**src/elm_pkg.sv**
```systemverilog
// Purpose: constants for the encoder link master control and status registers
// Assumes: 8-bit registers, each in one aligned 32-bit Avalon word
// Notes:   byte address is four times the register index
package elm_pkg;

  // ------------------------------------------------------------------
  // register indices and address width
  // ------------------------------------------------------------------
  localparam logic [7:0] IDX_SYSTEM_CONTROL = 8'h00;
  localparam logic [7:0] IDX_SYNC_CONTROL   = 8'h01;
  localparam logic [7:0] IDX_LINK_QUALITY   = 8'h03;
  localparam logic [7:0] IDX_HIGH_EVENTS    = 8'h04;
  localparam logic [7:0] IDX_LOW_EVENTS     = 8'h05;
  localparam logic [7:0] IDX_PIPE_STATUS    = 8'h2d;
  localparam logic [7:0] IDX_PIPE_DATA      = 8'h2e;
  localparam int         ADDR_W             = 10;

  // ------------------------------------------------------------------
  // system control fields
  // ------------------------------------------------------------------
  localparam int SC_PROTOCOL_RESET  = 7;
  localparam int SC_MSG_RESET       = 6;
  localparam int SC_FIFO_RESET      = 5;
  localparam int SC_READBACK        = 4;
  localparam int SC_STROBE_MODE     = 3;
  localparam int SC_PIPE_ENABLE     = 2;
  localparam int SC_SYNC_EDGE       = 1;
  localparam int SC_OUTPUT_ENABLE   = 0;

  // ------------------------------------------------------------------
  // event fields
  // ------------------------------------------------------------------
  localparam int EH_IRQ_STATE       = 7;
  localparam int EH_REMOTE_EVENT    = 6;
  localparam int EH_POSITION_ERROR  = 3;
  localparam int EH_DEVIATION_ERROR = 1;
  localparam int EH_PROTOCOL_RESET  = 0;
  localparam int EL_QUALITY_LOW     = 2;
  localparam logic [7:0] EH_CLEARABLE = 8'h4b;
  localparam logic [7:0] EL_CLEARABLE = 8'h04;

  // ------------------------------------------------------------------
  // reset values and quality figures
  // ------------------------------------------------------------------
  localparam logic [7:0] RST_SYSTEM_CONTROL = 8'h00;
  localparam logic [7:0] RST_SYNC_CONTROL   = 8'h01;
  localparam logic [7:0] RST_EVENTS         = 8'h00;
  localparam logic [3:0] QUALITY_INIT       = 4'h8;
  localparam logic [3:0] QUALITY_MAX        = 4'hf;
  localparam logic [3:0] QUALITY_WARN      = 4'he;
  localparam logic [4:0] PEN_SYNC_LAST      = 5'h04;
  localparam logic [4:0] PEN_SYNC_BODY      = 5'h06;
  localparam logic [4:0] PEN_WEAK_SIGNAL    = 5'h04;
  localparam logic [4:0] PEN_CODE_CHANNEL   = 5'h01;
  localparam logic [4:0] PEN_CODE_PROCESS   = 5'h02;
  localparam logic [4:0] PEN_UNKNOWN_CHAR   = 5'h02;
  localparam logic [4:0] PEN_SAFE1          = 5'h06;
  localparam logic [4:0] PEN_SAFE2          = 5'h08;
  localparam logic [1:0] SIGNAL_WEAK_LIMIT  = 2'h2;

  // ------------------------------------------------------------------
  // bus slave states
  // ------------------------------------------------------------------
  typedef enum logic [1:0] {
    ELM_IDLE = 2'b01,
    ELM_DONE = 2'b10
  } elm_bus_t;

endpackage

```
**src/elm_ctrl_status.sv**
```systemverilog
// Purpose: control and status register group of an encoder link master
// Assumes: Avalon-MM slave, one register per 32-bit word, synchronous inputs
// Notes:   protocol engine, pipeline FIFO and estimator sit outside
//
// Summary of operation
// only software writes change system control
// protocol reset bit holds protocol in reset
// message reset clears parameter channel messages
// fifo reset bit holds pipeline fifo reset
// readback bit is storage only
// strobe mode picks all or synced positions
// pipe enable zeroes fifo status, data registers
// sync edge select: one trailing, zero leading
// output enable drives cable, else high-z
// sampling count zero means free-running
// sync and signal errors lower quality score
// coding and safe channel errors lower score
// good sync and crc raise score
// score starts at eight, max fifteen
// score below fourteen raises low warning
// score zero reloads score, drops link for a cycle, sets protocol reset event
// quality register read-only, link and score
// hardware sets events, software clears them
// edge events set once, level events hold
// irq state bit mirrors interrupt output
// remote event flag follows masked slave events
// position and deviation errors set events
// three sources set protocol reset event
// low warning event at low bit two
// score saturates at zero and fifteen
`timescale 1ns/1ps
module elm_ctrl_status
  import elm_pkg::*;
#(
  parameter int DATA_W = 32
)
(
  input  wire logic                          clk_in,
  input  wire logic                          rst_in,
  input  wire logic [elm_pkg::ADDR_W-1:0]    avs_address_in,
  input  wire logic                          avs_read_in,
  input  wire logic                          avs_write_in,
  input  wire logic [DATA_W-1:0]             avs_writedata_in,
  input  wire logic [3:0]                    avs_byteenable_in,
  output logic      [DATA_W-1:0]             avs_readdata_out,
  output logic                               avs_waitrequest_out,
  output logic                               avs_response_err_out,
  input  wire logic                          ext_reset_in,
  input  wire logic                          link_up_in,
  input  wire logic                          irq_level_in,
  input  wire logic                          remote_event_in,
  input  wire logic                          position_error_in,
  input  wire logic                          deviation_error_in,
  input  wire logic                          position_rx_in,
  input  wire logic                          position_synced_in,
  input  wire logic                          sync_pin_in,
  input  wire logic                          err_sync_last_in,
  input  wire logic                          err_sync_body_in,
  input  wire logic [1:0]                    signal_strength_indicator_in,
  input  wire logic                          signal_strength_valid_in,
  input  wire logic                          err_code_channel_in,
  input  wire logic                          err_code_process_in,
  input  wire logic                          err_unknown_char_in,
  input  wire logic                          err_safe1_in,
  input  wire logic                          err_safe2_in,
  input  wire logic                          good_sync_in,
  input  wire logic                          good_crc_in,
  input  wire logic [7:0]                    pipe_status_in,
  input  wire logic [7:0]                    pipe_data_in,
  output logic                               protocol_reset_out,
  output logic                               message_channel_reset_out,
  output logic                               pipeline_fifo_reset_out,
  output logic                               serial_pipe_enable_out,
  output logic                               position_valid_strobe_out,
  output logic                               sync_event_out,
  output logic [7:0]                         sync_sampling_count_out,
  output logic                               free_running_out,
  output logic                               cable_out,
  output logic                               cable_oe_n_out,
  input  wire logic                          cable_data_in,
  output logic                               link_out,
  output logic                               quality_low_warning_out
);

  // ------------------------------------------------------------------
  // parameter check
  // ------------------------------------------------------------------
  if (DATA_W < 8)
  begin : g_bad_width
    $error("DATA_W must be at least 8");
  end

  // ------------------------------------------------------------------
  // state
  // ------------------------------------------------------------------
  typedef struct packed {
    elm_bus_t          bus;
    logic [DATA_W-1:0] rdata;
    logic              err;
    logic [7:0]        sysctl;
    logic [7:0]        syncctl;
    logic [3:0]        quality;
    logic              link;
    logic [7:0]        ev_high;
    logic [7:0]        ev_low;
    logic              pos_err_d;
    logic              dev_err_d;
    logic              ext_rst_d;
    logic              forced_rst;
    logic              sync_d;
    logic              sync_ev;
    logic              strobe;
    logic              cable;
    logic              msg_rst;
    logic              low_warn;
    logic              free_run;
    logic              oe_n;
  } elm_state_t;

  elm_state_t st_reg;
  elm_state_t st_next;

  function automatic logic [3:0] sat_add(input logic [3:0] q, input logic [4:0] up,
                                         input logic [4:0] dn);
    logic [5:0] sum;
    sum = {2'b00, q} + {1'b0, up};
    if (sum > {2'b00, QUALITY_MAX})
    begin
      sum = {2'b00, QUALITY_MAX};
    end
    if (sum < {1'b0, dn})
    begin
      sat_add = 4'h0;
    end
    else
    begin
      sat_add = 4'(sum - {1'b0, dn});
    end
  endfunction

  logic [7:0] idx;
  logic       hit;
  logic [7:0] rd8;
  logic [4:0] pen;
  logic [4:0] gain;
  logic [3:0] qnew;
  logic       wr_ok;
  logic       edge_hit;

  always_comb
  begin
    st_next  = st_reg;
    idx      = 8'(avs_address_in[ADDR_W-1:2]);
    hit      = 1'b1;
    rd8      = 8'h00;
    wr_ok    = avs_write_in && avs_byteenable_in[0];
    case (idx)
      IDX_SYSTEM_CONTROL: rd8 = st_reg.sysctl;
      IDX_SYNC_CONTROL:   rd8 = 8'h00;
      IDX_LINK_QUALITY:   rd8 = {st_reg.link, 3'b000, st_reg.quality};
      IDX_HIGH_EVENTS:    rd8 = st_reg.ev_high;
      IDX_LOW_EVENTS:     rd8 = st_reg.ev_low;
      IDX_PIPE_STATUS:    rd8 = st_reg.sysctl[SC_PIPE_ENABLE] ? 8'h00 : pipe_status_in;
      IDX_PIPE_DATA:      rd8 = st_reg.sysctl[SC_PIPE_ENABLE] ? 8'h00 : pipe_data_in;
      default:            hit = 1'b0;
    endcase

    // ------------------------------------------------------------------
    // bus slave: one wait cycle, answer on the second edge
    // ------------------------------------------------------------------
    st_next.msg_rst = 1'b0;
    case (st_reg.bus)
      ELM_IDLE:
      begin
        if (avs_read_in || avs_write_in)
        begin
          st_next.bus   = ELM_DONE;
          st_next.err   = !hit;
          st_next.rdata = avs_read_in ? {{(DATA_W-8){1'b0}}, rd8} : '0;
          if (wr_ok && idx == IDX_SYSTEM_CONTROL)
          begin
            st_next.sysctl  = avs_writedata_in[7:0];
            st_next.msg_rst = avs_writedata_in[SC_MSG_RESET];
          end
          if (wr_ok && idx == IDX_SYNC_CONTROL)
          begin
            st_next.syncctl = avs_writedata_in[7:0];
          end
        end
      end
      ELM_DONE:
      begin
        st_next.bus = ELM_IDLE;
      end
      default:
      begin
        st_next.bus = ELM_IDLE;
      end
    endcase

    // ------------------------------------------------------------------
    // quality score
    // ------------------------------------------------------------------
    pen = 5'h00;
    if (err_sync_last_in) pen = pen + PEN_SYNC_LAST;
    if (err_sync_body_in) pen = pen + PEN_SYNC_BODY;
    if (signal_strength_valid_in && signal_strength_indicator_in < SIGNAL_WEAK_LIMIT)
      pen = pen + PEN_WEAK_SIGNAL;
    if (err_code_channel_in) pen = pen + PEN_CODE_CHANNEL;
    if (err_code_process_in) pen = pen + PEN_CODE_PROCESS;
    if (err_unknown_char_in) pen = pen + PEN_UNKNOWN_CHAR;
    if (err_safe1_in && pen < 5'h10) pen = pen + PEN_SAFE1;
    if (err_safe2_in && pen < 5'h10) pen = pen + PEN_SAFE2;
    gain = {4'h0, good_sync_in} + {4'h0, good_crc_in};
    qnew = sat_add(st_reg.quality, gain, pen);
    st_next.forced_rst = 1'b0;
    if (st_reg.sysctl[SC_PROTOCOL_RESET] || st_reg.forced_rst)
    begin
      st_next.quality = QUALITY_INIT;
      st_next.link    = 1'b0;
    end
    else
    begin
      st_next.quality = qnew;
      st_next.link    = link_up_in;
      if (qnew == 4'h0)
      begin
        st_next.forced_rst = 1'b1;
      end
    end

    // ------------------------------------------------------------------
    // events: sets win over a clearing write in the same cycle
    // ------------------------------------------------------------------
    if (st_reg.bus == ELM_IDLE && wr_ok && idx == IDX_HIGH_EVENTS)
      st_next.ev_high = st_reg.ev_high & ~(avs_writedata_in[7:0] & EH_CLEARABLE);
    if (st_reg.bus == ELM_IDLE && wr_ok && idx == IDX_LOW_EVENTS)
      st_next.ev_low = st_reg.ev_low & ~(avs_writedata_in[7:0] & EL_CLEARABLE);
    st_next.pos_err_d = position_error_in;
    st_next.dev_err_d = deviation_error_in;
    st_next.ext_rst_d = ext_reset_in;
    if (position_error_in && !st_reg.pos_err_d)
      st_next.ev_high[EH_POSITION_ERROR] = 1'b1;
    if (deviation_error_in && !st_reg.dev_err_d)
      st_next.ev_high[EH_DEVIATION_ERROR] = 1'b1;
    if (remote_event_in)
      st_next.ev_high[EH_REMOTE_EVENT] = 1'b1;
    if ((avs_writedata_in[SC_PROTOCOL_RESET] && wr_ok && st_reg.bus == ELM_IDLE
         && idx == IDX_SYSTEM_CONTROL) || st_next.forced_rst
        || (ext_reset_in && !st_reg.ext_rst_d))
      st_next.ev_high[EH_PROTOCOL_RESET] = 1'b1;
    st_next.ev_high[EH_IRQ_STATE] = irq_level_in;
    if (st_next.quality < QUALITY_WARN)
      st_next.ev_low[EL_QUALITY_LOW] = 1'b1;

    // ------------------------------------------------------------------
    // sync edge, position strobe and cable drive
    // ------------------------------------------------------------------
    st_next.sync_d = sync_pin_in;
    edge_hit = st_reg.sysctl[SC_SYNC_EDGE] ? (st_reg.sync_d && !sync_pin_in)
                                           : (!st_reg.sync_d && sync_pin_in);
    st_next.sync_ev = edge_hit && (st_reg.syncctl != 8'h00);
    st_next.strobe  = position_rx_in &&
                      (st_reg.sysctl[SC_STROBE_MODE] || position_synced_in);
    st_next.cable   = cable_data_in;
    st_next.low_warn = st_next.quality < QUALITY_WARN;
    st_next.free_run = st_next.syncctl == 8'h00;
    st_next.oe_n = !st_next.sysctl[SC_OUTPUT_ENABLE];
  end

  always_ff @(posedge clk_in or posedge rst_in)
  begin
    if (rst_in)
    begin
      st_reg            <= '0;
      st_reg.bus        <= ELM_IDLE;
      st_reg.sysctl     <= RST_SYSTEM_CONTROL;
      st_reg.syncctl    <= RST_SYNC_CONTROL;
      st_reg.quality    <= QUALITY_INIT;
      st_reg.ev_high    <= RST_EVENTS;
      st_reg.ev_low     <= RST_EVENTS;
      st_reg.low_warn   <= 1'b1;
      st_reg.oe_n       <= 1'b1;
    end
    else
    begin
      st_reg <= st_next;
    end
  end

  // ------------------------------------------------------------------
  // outputs, all straight from state flops
  // ------------------------------------------------------------------
  assign avs_readdata_out          = st_reg.rdata;
  assign avs_waitrequest_out       = st_reg.bus[0];
  assign avs_response_err_out      = st_reg.err;
  assign protocol_reset_out        = st_reg.sysctl[SC_PROTOCOL_RESET];
  assign message_channel_reset_out = st_reg.msg_rst;
  assign pipeline_fifo_reset_out   = st_reg.sysctl[SC_FIFO_RESET];
  assign serial_pipe_enable_out    = st_reg.sysctl[SC_PIPE_ENABLE];
  assign position_valid_strobe_out = st_reg.strobe;
  assign sync_event_out            = st_reg.sync_ev;
  assign sync_sampling_count_out   = st_reg.syncctl;
  assign free_running_out          = st_reg.free_run;
  assign cable_out                 = st_reg.cable;
  assign cable_oe_n_out            = st_reg.oe_n;
  assign link_out                  = st_reg.link;
  assign quality_low_warning_out   = st_reg.low_warn;

endmodule // elm_ctrl_status

```
**config.mk**
```make
export PLATFORM = sky130hd
export DESIGN_NAME = elm_ctrl_status
export DESIGN_NICKNAME = d
export VERILOG_FILES = /design/src/elm_pkg.sv /design/src/elm_ctrl_status.sv
export SDC_FILE = /design/constraint.sdc
export NUM_CORES = 1
export LEC_CHECK = 0
export BUFFER_PORTS_ARGS = -buffer_cell sky130_fd_sc_hd__buf_2
export CAP_MARGIN = 40
export CORE_ASPECT_RATIO = 1.2
export CORE_MARGIN = 1
export CORE_UTILIZATION = 35
export CTS_BUF_LIST = sky130_fd_sc_hd__clkbuf_16
export CTS_CLUSTER_SIZE = 8
export DETAILED_ROUTE_END_ITERATION = 12
export GPL_TIMING_DRIVEN = 0
export REMOVE_ABC_BUFFERS = 1
export SYNTH_ARGS = -nofsm -noshare
export SYNTH_HDL_FRONTEND = slang
export SYNTH_SLANG_ARGS = --single-unit
```
**constraint.sdc**
```tcl
create_clock -name clk_in -period 2.8 [get_ports clk_in]
set_input_delay 0.7 -clock clk_in [delete_from_list [all_inputs] [get_ports clk_in]]
set_output_delay 0.7 -clock clk_in [all_outputs]
set_load 0.05 [all_outputs]
```
# Yosys cells after proc, flatten, opt, wreduce, memory -nomap -nowiden
# Cells that the tools add are included.
# classes
mux,34
reduce_logical,43
n_addsub,10
n_lt_le_gt_ge,6
n_eq_ne,8
n_bitwise,4
# ops
cell,count
two-way mux 51 bit,1
case mux 8 bit (6 select lines),1
two-way mux 5 bit,9
two-way mux 8 bit,5
logical AND 1 bit,19
"equality test 8 x 3 -> 1 bit, second input constant",2
"equality test 8 x 6 -> 1 bit, second input constant",2
zero test 8 bit,2
"adder 5 x 3 -> 5 bit, second input constant",3
two-way mux 1 bit,12
"adder 5 x 2 -> 5 bit, second input constant",2
"less-than comparator 5 bit, second input constant",2
nonzero test 2 bit,5
two-way mux 9 bit,1
AND 8 bit,1
"equality test 8 x 1 -> 1 bit, second input constant",1
"equality test 8 x 2 -> 1 bit, second input constant",1
NOT 3 -> 8 bit,1
nonzero test 8 bit,1
AND 7 bit,1
zero test 1 bit,7
two-way mux 7 bit,1
NOT 7 bit,1
OR reduction 7 bit,1
other kinds (18),23
# word_totals
word_cells,133
in_bits,88
ff_bits,60

# Logic depth before layout (Yosys ltp)
# Gate-level depths: netlist (run 1).
# logic_depth
depth_word,25
mapped_depth,18
depth_no_buf,17

# Worst setup path before layout (run 1)
# OpenSTA, ideal clock, no wires.
# synth_path
path_kind,input to register
from,input err_sync_body_in
to,"register st_reg, in the netlist quality_low_warning_out"
slack_ns,-1.481
path_stages,17
required_time_ns,2.716
setup_time_ns,0.084
t_arrival_ns,4.197
n_path_buf,1
path_cell_list,buf_6 inv_1 ha_1 xnor2_2 ha_1 nand2_1 o2111a_1 or4b_4 ha_1 nor2_1 xor2_1 a32oi_1 o211a_1 ha_1 a31oi_1 or3_1 or2_2
# synth_rtl
item,line,rtl
"start, declared",elm_ctrl_status.sv:58,"input wire logic err_sync_body_in,"
"end signal, assigned",elm_ctrl_status.sv:287,st_reg <= st_next;
"end, declared",elm_ctrl_status.sv:120,elm_state_t st_reg;

# Final worst setup path (run 1)
# layout_path
from,input err_sync_body_in
to,register st_reg[14] in the netlist's numbering
# layout_between
elab_chain_len,20
# layout_rtl
item,line,rtl
two-way mux 5 bit (*),elm_ctrl_status.sv:206,if (err_sync_body_in) pen = pen + PEN_SYNC_BODY;
adder 5 x 3 -> 5 bit,elm_ctrl_status.sv:208,pen = pen + PEN_WEAK_SIGNAL;
two-way mux 5 bit (*),elm_ctrl_status.sv:207,if (signal_strength_valid_in && signal_strength_indicator_in < SIGNAL_WEAK_LIMIT)
adder 5 x 1 -> 5 bit,elm_ctrl_status.sv:209,if (err_code_channel_in) pen = pen + PEN_CODE_CHANNEL;
two-way mux 5 bit (*),elm_ctrl_status.sv:209,
adder 5 x 2 -> 5 bit,elm_ctrl_status.sv:210,if (err_code_process_in) pen = pen + PEN_CODE_PROCESS;
two-way mux 5 bit (*),elm_ctrl_status.sv:210,
adder 5 x 2 -> 5 bit,elm_ctrl_status.sv:211,if (err_unknown_char_in) pen = pen + PEN_UNKNOWN_CHAR;
(+4 left out),n/a,
less-than comparator 5 bit,elm_ctrl_status.sv:213,if (err_safe2_in && pen < 5'h10) pen = pen + PEN_SAFE2;
logical AND 1 bit,elm_ctrl_status.sv:213,
two-way mux 5 bit (*),elm_ctrl_status.sv:213,
subtractor 4 bit / less-than comparator 5 bit (equally long branches),"elm_ctrl_status.sv:137, elm_ctrl_status.sv:131",
two-way mux 4 bit (*),elm_ctrl_status.sv:131,"if (sum < {1'b0, dn})"
two-way mux 5 bit (*),elm_ctrl_status.sv:217,if (st_reg.sysctl[SC_PROTOCOL_RESET] || st_reg.forced_rst)
less-than comparator 4 bit (*),elm_ctrl_status.sv:253,if (st_next.quality < QUALITY_WARN)
two-way mux 1 bit / nonzero test 2 bit (equally long branches),n/a,
# Every way passes the cells marked *; elsewhere a longest branch is shown, timed or not.
# A chain may end at the register's enable or synchronous reset.

==> results of run 1 <==
synthesized netlist by cell type (3+ instances only):
cell / number / area [um^2]
a21oi_1: 6 / 30.0
nand3_1: 9 / 45.0
nand4_1: 4 / 25.0
clkbuf_1: 3 / 11.3
inv_1: 12 / 45.0
xor2_1: 7 / 61.3
nor3_1: 3 / 15.0
ha_1: 10 / 125
buf_2: 4 / 20.0
a222oi_1: 4 / 40.0
nand2_1: 22 / 82.6
nor3b_1: 6 / 45.0
a31oi_1: 5 / 31.3
nor2b_1: 7 / 43.8
dfstp_2: 5 / 131
nor4_1: 4 / 25.0
a22o_1: 12 / 105
a21o_1: 4 / 30.0
mux2_2: 17 / 191
dfrtp_1: 45 / 1130
nor2_1: 13 / 48.8
and3_1: 5 / 31.3
o21ai_0: 19 / 95.1
a32oi_1: 5 / 43.8
buf_4: 40 / 300
cell families (layout without fill, tap and decap cells):
logic type	count (synthesis)	count (layout)
flip-flops	50	50
adder cells (fa/ha/maj)	13	13
XOR/XNOR	9	9
multiplexers	18	18
AND/OR/NAND/NOR	90	90
buffers and inverters	61	115
AO/OA/AOI/OAI	68	68
other	1	25
worst max path at each step:
stage | startpoint | to | slack (ns) | depth (start not counted)
after detailed placement | err_sync_body_in | quality_low_warning_out$_DFF_PP1_ | -1.94 | 17
after CTS | err_sync_body_in | st_reg[14]$_DFFE_PP0P_ | -1.00 | 18
final | err_sync_body_in | st_reg[14]$_DFFE_PP0P_ | -0.94 | 17
after global routing | err_sync_body_in | st_reg[14]$_DFFE_PP0P_ | -1.09 | 17
after floorplan | err_sync_last_in | quality_low_warning_out$_DFF_PP1_ | -1.38 | 16
after global placement | err_sync_body_in | quality_low_warning_out$_DFF_PP1_ | -1.83 | 17
worst max-delay path, stage by stage:
cell	delay (ns)
buf_12	0.11
inv_6	0.04
ha_4	0.21
xnor2_4	0.14
ha_4	0.28
nand2_4	0.05
o2111a_1	0.13
or4b_4	0.54
ha_4	0.20
nor2_4	0.12
xor2_1	0.14
a32oi_1	0.12
o211a_1	0.18
ha_4	0.29
a31oi_1	0.09
or3_4	0.35
a211o_1	0.23
through the flow:
step                      cell area, um^2  total power [mW]  cells  setup slack [ns]  utilization (%)
after floorplan                      2870              1.47    285             -1.38                -
after global placement               3450              1.66    488             -1.83             40.0
after detailed placement             3470              1.69    490             -1.94             40.3
after CTS                            3760              2.41    504             -1.00             43.7
after global routing                 3810              2.59    505             -1.09             44.2
final                                3810              2.43    505            -0.937             44.2
per-layer routing:
layer | vias to the layer above | routed length (um) | share of wire [%]
li1 | 1212 | - | -
met3 | 9 | 345 | 4.8
met1 | 1156 | 2880 | 40
met2 | 70 | 3780 | 53
met5 | - | 0 | 0
met4 | 0 | 125 | 1.8
where the power goes:
group / switching, mW / internal (mW) / leakage [nW] / total (mW)
clock: 0.276 / 0.340 / 0.0759 / 0.616
sequential: 0.0506 / 0.811 / 0.625 / 0.862
combinational: 0.569 / 0.380 / 1.15 / 0.949
area by class of cell:
class                   count  area (um^2)
clock buffers               5          125
clock inverters             3         28.8
fillers                   867         4800
inverters                  12         52.6
multi-input cells         223         1660
flip-flops and latches     50         1260
well taps                 117          146
repair buffers             95          536
timing repair:
action | CTS | global route
setup buffers | 6 | 1
endpoints found under the setup margin | 8 | 8
gates resized for setup | 20 | 9
endpoints found under the hold margin | 0 | 0
pin swaps | 17 | 9
==> results.md, run 1 <==
- Initial drt markers: 71
- CP Class: primary input to register
- Pre-antenna DRT Iters: 4
- Final WS setup: -0.937 ns
- Number of port buffers: 86
- Mux cell area share after synthesis: 6.43%
- Peak supply drop: 0.289 mV
- LEAKAGE: 1.86 nW
- First-pass GRT wire length: 11200 um
- R2R Setup Slk: 0.10 ns
- R2R Path Start: st_reg[29]$_DFF_PP0_
- Final Setup Violations: 8
- CTS root buffer: clkbuf_16
- Post-Synth Simple-Gate Area: 16.7%
- Adder-cell share of the synthesized area: 5.59%
- # DRC: 0
- Violated checks: setup timing
- Fin Clk Skew: 0.00468 ns
- Crit path DAT: 3.91 ns
- Hold WS: 0.355 ns
- Post-synthesis register bit count: 50
- Max FFs per register: 21
- Final Cycle Share: 133%
- Status: finished with violations
- CTS tree: built
- Critical path fanouts, max: 3
- Max Freq: 268 MHz
- Number of global-route vias before repair: 2390
- CTS Buffer Depth: 2
- Startpoint class of the critical path: primary input
- CTS clk-pin slew, worst paths: 0.07 ns
- Synth Area in XOR/XNOR: 2.76%
- Slew Viols, Final: 0
- Largest family of logic cells by synthesized area: simple AND/OR/NAND/NOR gates
- Gpl congestion: 0.754
- EDFF count, synth: 0
- Sequential fraction of the synthesis area: 40.1%
- Clock Latency Late Sink: 0.29 ns
- Worst min path class: primary input to async pin
- DRT antenna net count: 0
- Ant diodes: 0
- Synth Instances: 310
- Overall die width: 88.4 um
- Routing usage on met3: 2.43%
- Synth Warn #: 0
- Slew margin rel.: 44.8%
- Met1 usage: 18.2%
- Core ar.: 0.00861 mm^2
- Final min period: 3.74 ns
- TritonCTS Buffers: 5
- Setup TNS: -7.03 ns
- Asr flop ratio synth: 100%
- Initial antenna violation count: 0
- Die area: 0.00934 mm^2
- Via count: 2447
- Clock sinks: 50
- Critical path data required time: 2.98 ns
- Synth-to-Final Area Change: 21.6%
- Reg2reg end: st_reg[20]$_DFFE_PP0P_
- Share of cells above drive strength 1: 38.9%
- Initial Utilization: 36.4%
- # rows: 37
- Mean Syn Cell Area: 10.1 um^2
- Most common cell after layout, fill and taps aside: buf_2
- Final Hold Fails: 0
- WL/cell: 14.1 um
- I/O pin cnt: 141
- Post-synthesis cell area: 0.00313 mm^2
- M2 GR Usage: 28.0%
- Drt total wl: 7130 um
- PwrDens: 637 mW/mm^2
- Synth Flop Type: dfrtp_1
- Gr busiest metal: met2
- Reg2Reg Depth: 9
- HPWL Detailed: 5590 um
- Total gr overflow: 0
- Chip Height: 106 um
- Hold buffers post-CTS: 0
- Drt via density: 4.85
- Final nets: 487
- Worst setup EP type: register
- Largest net degree at the start of global routing: 38
- Netlist cell types: 58
- Max-Cap Viols: 0
- GR Util All Layers: 15.5%
- H-tree Lvls: 2
- Synth Area in Compound Gates: 15.6%
- Most frequent cells in the layout: 84 x buf_2, 45 x dfrtp_1, 25 x conb_1
- Slew at the pin closest to its max-slew limit: 0.826 ns
- RSZ-0062 raised after global routing: true
Power figures use the tool's default switching activity.
==> run 2: changes to the inputs <==
--- a/config.mk
+++ b/config.mk
@@ -5,7 +5,7 @@
 export SDC_FILE = /design/constraint.sdc
 export NUM_CORES = 1
 export LEC_CHECK = 0
-export BUFFER_PORTS_ARGS = -buffer_cell sky130_fd_sc_hd__buf_2
+export BUFFER_PORTS_ARGS = -buffer_cell sky130_fd_sc_hd__clkbuf_2
 export CAP_MARGIN = 40
 export CORE_ASPECT_RATIO = 1.2
 export CORE_MARGIN = 1
==> run 2 against run 1 <==
  * The run still ends with setup timing left
  * Utilization up 0.26 points
  * Final cell count fell by 0.20%
  * Die area unchanged
  * Combinational power grew 3.5%
  * Critical endpoint unchanged
  * Largest power group unchanged
==> results.md, run 2 (synthesis results as in run 1) <==
- R2R Setup Slk: 0.05 ns (-0.05 ns)
- WL/cell: 14.2 um (+0.66%)
- CP startpoint: err_sync_body_in
- Slew at the pin closest to its max-slew limit: 0.822 ns (-0.00425 ns)
- Number of global-route vias before repair: 2363 (-1.1%)
- I/O pin cnt: 141 (unchanged)
- Slew margin rel.: 45.1% (+0.28 points)
- Initial antenna violation count: 0 (unchanged)
- R2R Path Start: st_reg[29]$_DFF_PP0_
- Setup TNS: -7.44 ns (-0.416 ns)
- Critical path fanouts, max: 4 (+1)
- Critical path data required time: 2.97 ns (about the same)
- GR Util All Layers: 15.3% (-0.24 points)
- Slew Viols, Final: 0 (unchanged)
- Final Setup Violations: 8 (unchanged)
- Most frequent cells in the layout: 85 x clkbuf_2, 45 x dfrtp_1, 25 x conb_1
- Fin Clk Skew: 0.00369 ns (-0.000994 ns)
- CTS root buffer: clkbuf_16
- Die area: 0.00934 mm^2 (unchanged)
- # DRC: 0 (unchanged)
- Core ar.: 0.00861 mm^2 (unchanged)
- Total gr overflow: 0 (unchanged)
- Final Cycle Share: 136% (+3.0 points)
- LEAKAGE: 1.84 nW (-0.57%)
- Final nets: 486 (-0.21%)
- TritonCTS Buffers: 5 (unchanged)
- Placed cells: 490 (unchanged)
- CTS tree: built
- Worst setup EP type: register
- DRT antenna net count: 0 (unchanged)
- Drt total wl: 7160 um (+0.46%)
- CTS Buffer Depth: 2 (unchanged)
- Status: finished with violations
- Via count: 2472 (+1.0%)
- Overall die width: 88.4 um (unchanged)
- Initial Utilization: 36.4% (unchanged)
- Most common cell after layout, fill and taps aside: clkbuf_2
- CP Class: primary input to register
- Final Hold Fails: 0 (unchanged)
- HPWL Detailed: 5600 um (+0.29%)
- Startpoint class of the critical path: primary input
- Number of port buffers: 86 (unchanged)
- H-tree Lvls: 2 (unchanged)
- Peak supply drop: 0.274 mV (-5.0%)
- Max Freq: 262 MHz (-2.2%)
- Crit path DAT: 3.99 ns (+0.08 ns)
- PwrDens: 660 mW/mm^2 (+3.5%)
- Chip Height: 106 um (unchanged)
- Share of cells above drive strength 1: 39.0% (+0.10 points)
- Pre-antenna DRT Iters: 6 (+2)
- Ant diodes: 0 (unchanged)
- RSZ-0062 raised after global routing: true
- Largest net degree at the start of global routing: 39 (+2.6%)
- Drt via density: 4.90 (+1.2%)
- Final min period: 3.82 ns (+0.0841 ns)
- Pwr Total: 2.53 mW (+4.1%)
- Final WS setup: -1.02 ns (-0.0841 ns)
- First-pass GRT wire length: 11000 um (-1.8%)
- Clock Latency Late Sink: 0.28 ns (about the same)
- Synth-to-Final Area Change: 22.3%
- Clock sinks: 50 (unchanged)
- Violated checks: setup timing
- CTS clk-pin slew, worst paths: 0.07 ns (about the same)
- Filler instances: 866 (-0.12%)
- Max FFs per register: 21 (unchanged)
- Gpl congestion: 0.757 (+0.38%)
- Max-Cap Viols: 0 (unchanged)
- Initial drt markers: 112 (+58%)
- Worst min path class: primary input to async pin
- # rows: 37 (unchanged)
- Hold buffers post-CTS: 0 (unchanged)
- Post-Layout Cell Count: 504 (-0.20%)
[run 2: worst max-delay path, cell delays in order]
cell and delay, ns:
clkbuf_16 0.11, inv_6 0.03, ha_4 0.25, xnor2_4 0.14, ha_4 0.27, nand2_2 0.05
o2111a_1 0.14, or4b_4 0.54, ha_4 0.19, nor2_4 0.14, xor2_1 0.15, a32oi_1 0.11
o211a_1 0.18, ha_4 0.31, a31oi_2 0.09, or3_4 0.36, a211o_1 0.23
[run 2: final timing paths]
kind                                            end  cells past startpoint
max                          st_reg[14]$_DFFE_PP0P_                     17
min                             cable_out$_DFF_PP0_                      2
max reg2reg                  st_reg[20]$_DFFE_PP0P_                      9
min reg2reg                  st_reg[21]$_DFFE_PP0P_                      1
max in group asynchronous  cable_oe_n_out$_DFF_PP1_                      3
min in group clk_in          st_reg[21]$_DFFE_PP0P_                      1
[run 2: layer usage]
metal	GRT usage, %	routed length [um]	vias to the layer above
met2	26.9	3720	74
met1	18.0	2940	1172
li1	-	-	1216
met5	0	0	-
met4	6.11	163	0
met3	2.58	336	10
[run 2: what timing repair did]
item / in CTS / in global routing
setup endpoints to repair: 8 / 8
buffers inserted: 5 / 1
resized for setup: 18 / 7
endpoints found under the hold margin: 0 / 0
pin swaps: 17 / 13
[run 2: power by group]
part | switching (mW) | total [mW] | leakage (nW) | internal, mW
combinational | 0.593 | 0.982 | 1.14 | 0.389
sequential | 0.0517 | 0.863 | 0.625 | 0.811
clock | 0.261 | 0.683 | 0.0760 | 0.421
total | 0.906 | 2.53 | 1.84 | 1.62
[run 2: layout make-up]
cell class,count,area (um^2),share of cell area (%)
clock buffer,5,125,3.27
clock inverter,3,45.0,1.18
inverter,12,50.0,1.31
multi-input combinational,223,1680,44.0
sequential,50,1260,32.8
tap,117,146,3.82
timing repair buffer,94,523,13.7
[run 2: through the flow]
step	setup slack (ns)	hold slack, ns	cell area [um^2]	utilization (%)
3_5_place_dp	-1.95	0.418	3470	40.3
4_1_cts	-1.04	0.342	3770	43.8
5_1_grt	-1.13	0.367	3830	44.5
2_1_floorplan	-1.38	0.400	2870	-
3_3_place_gp	-1.84	0.411	3450	40.0
6_report	-1.02	0.336	3830	44.5
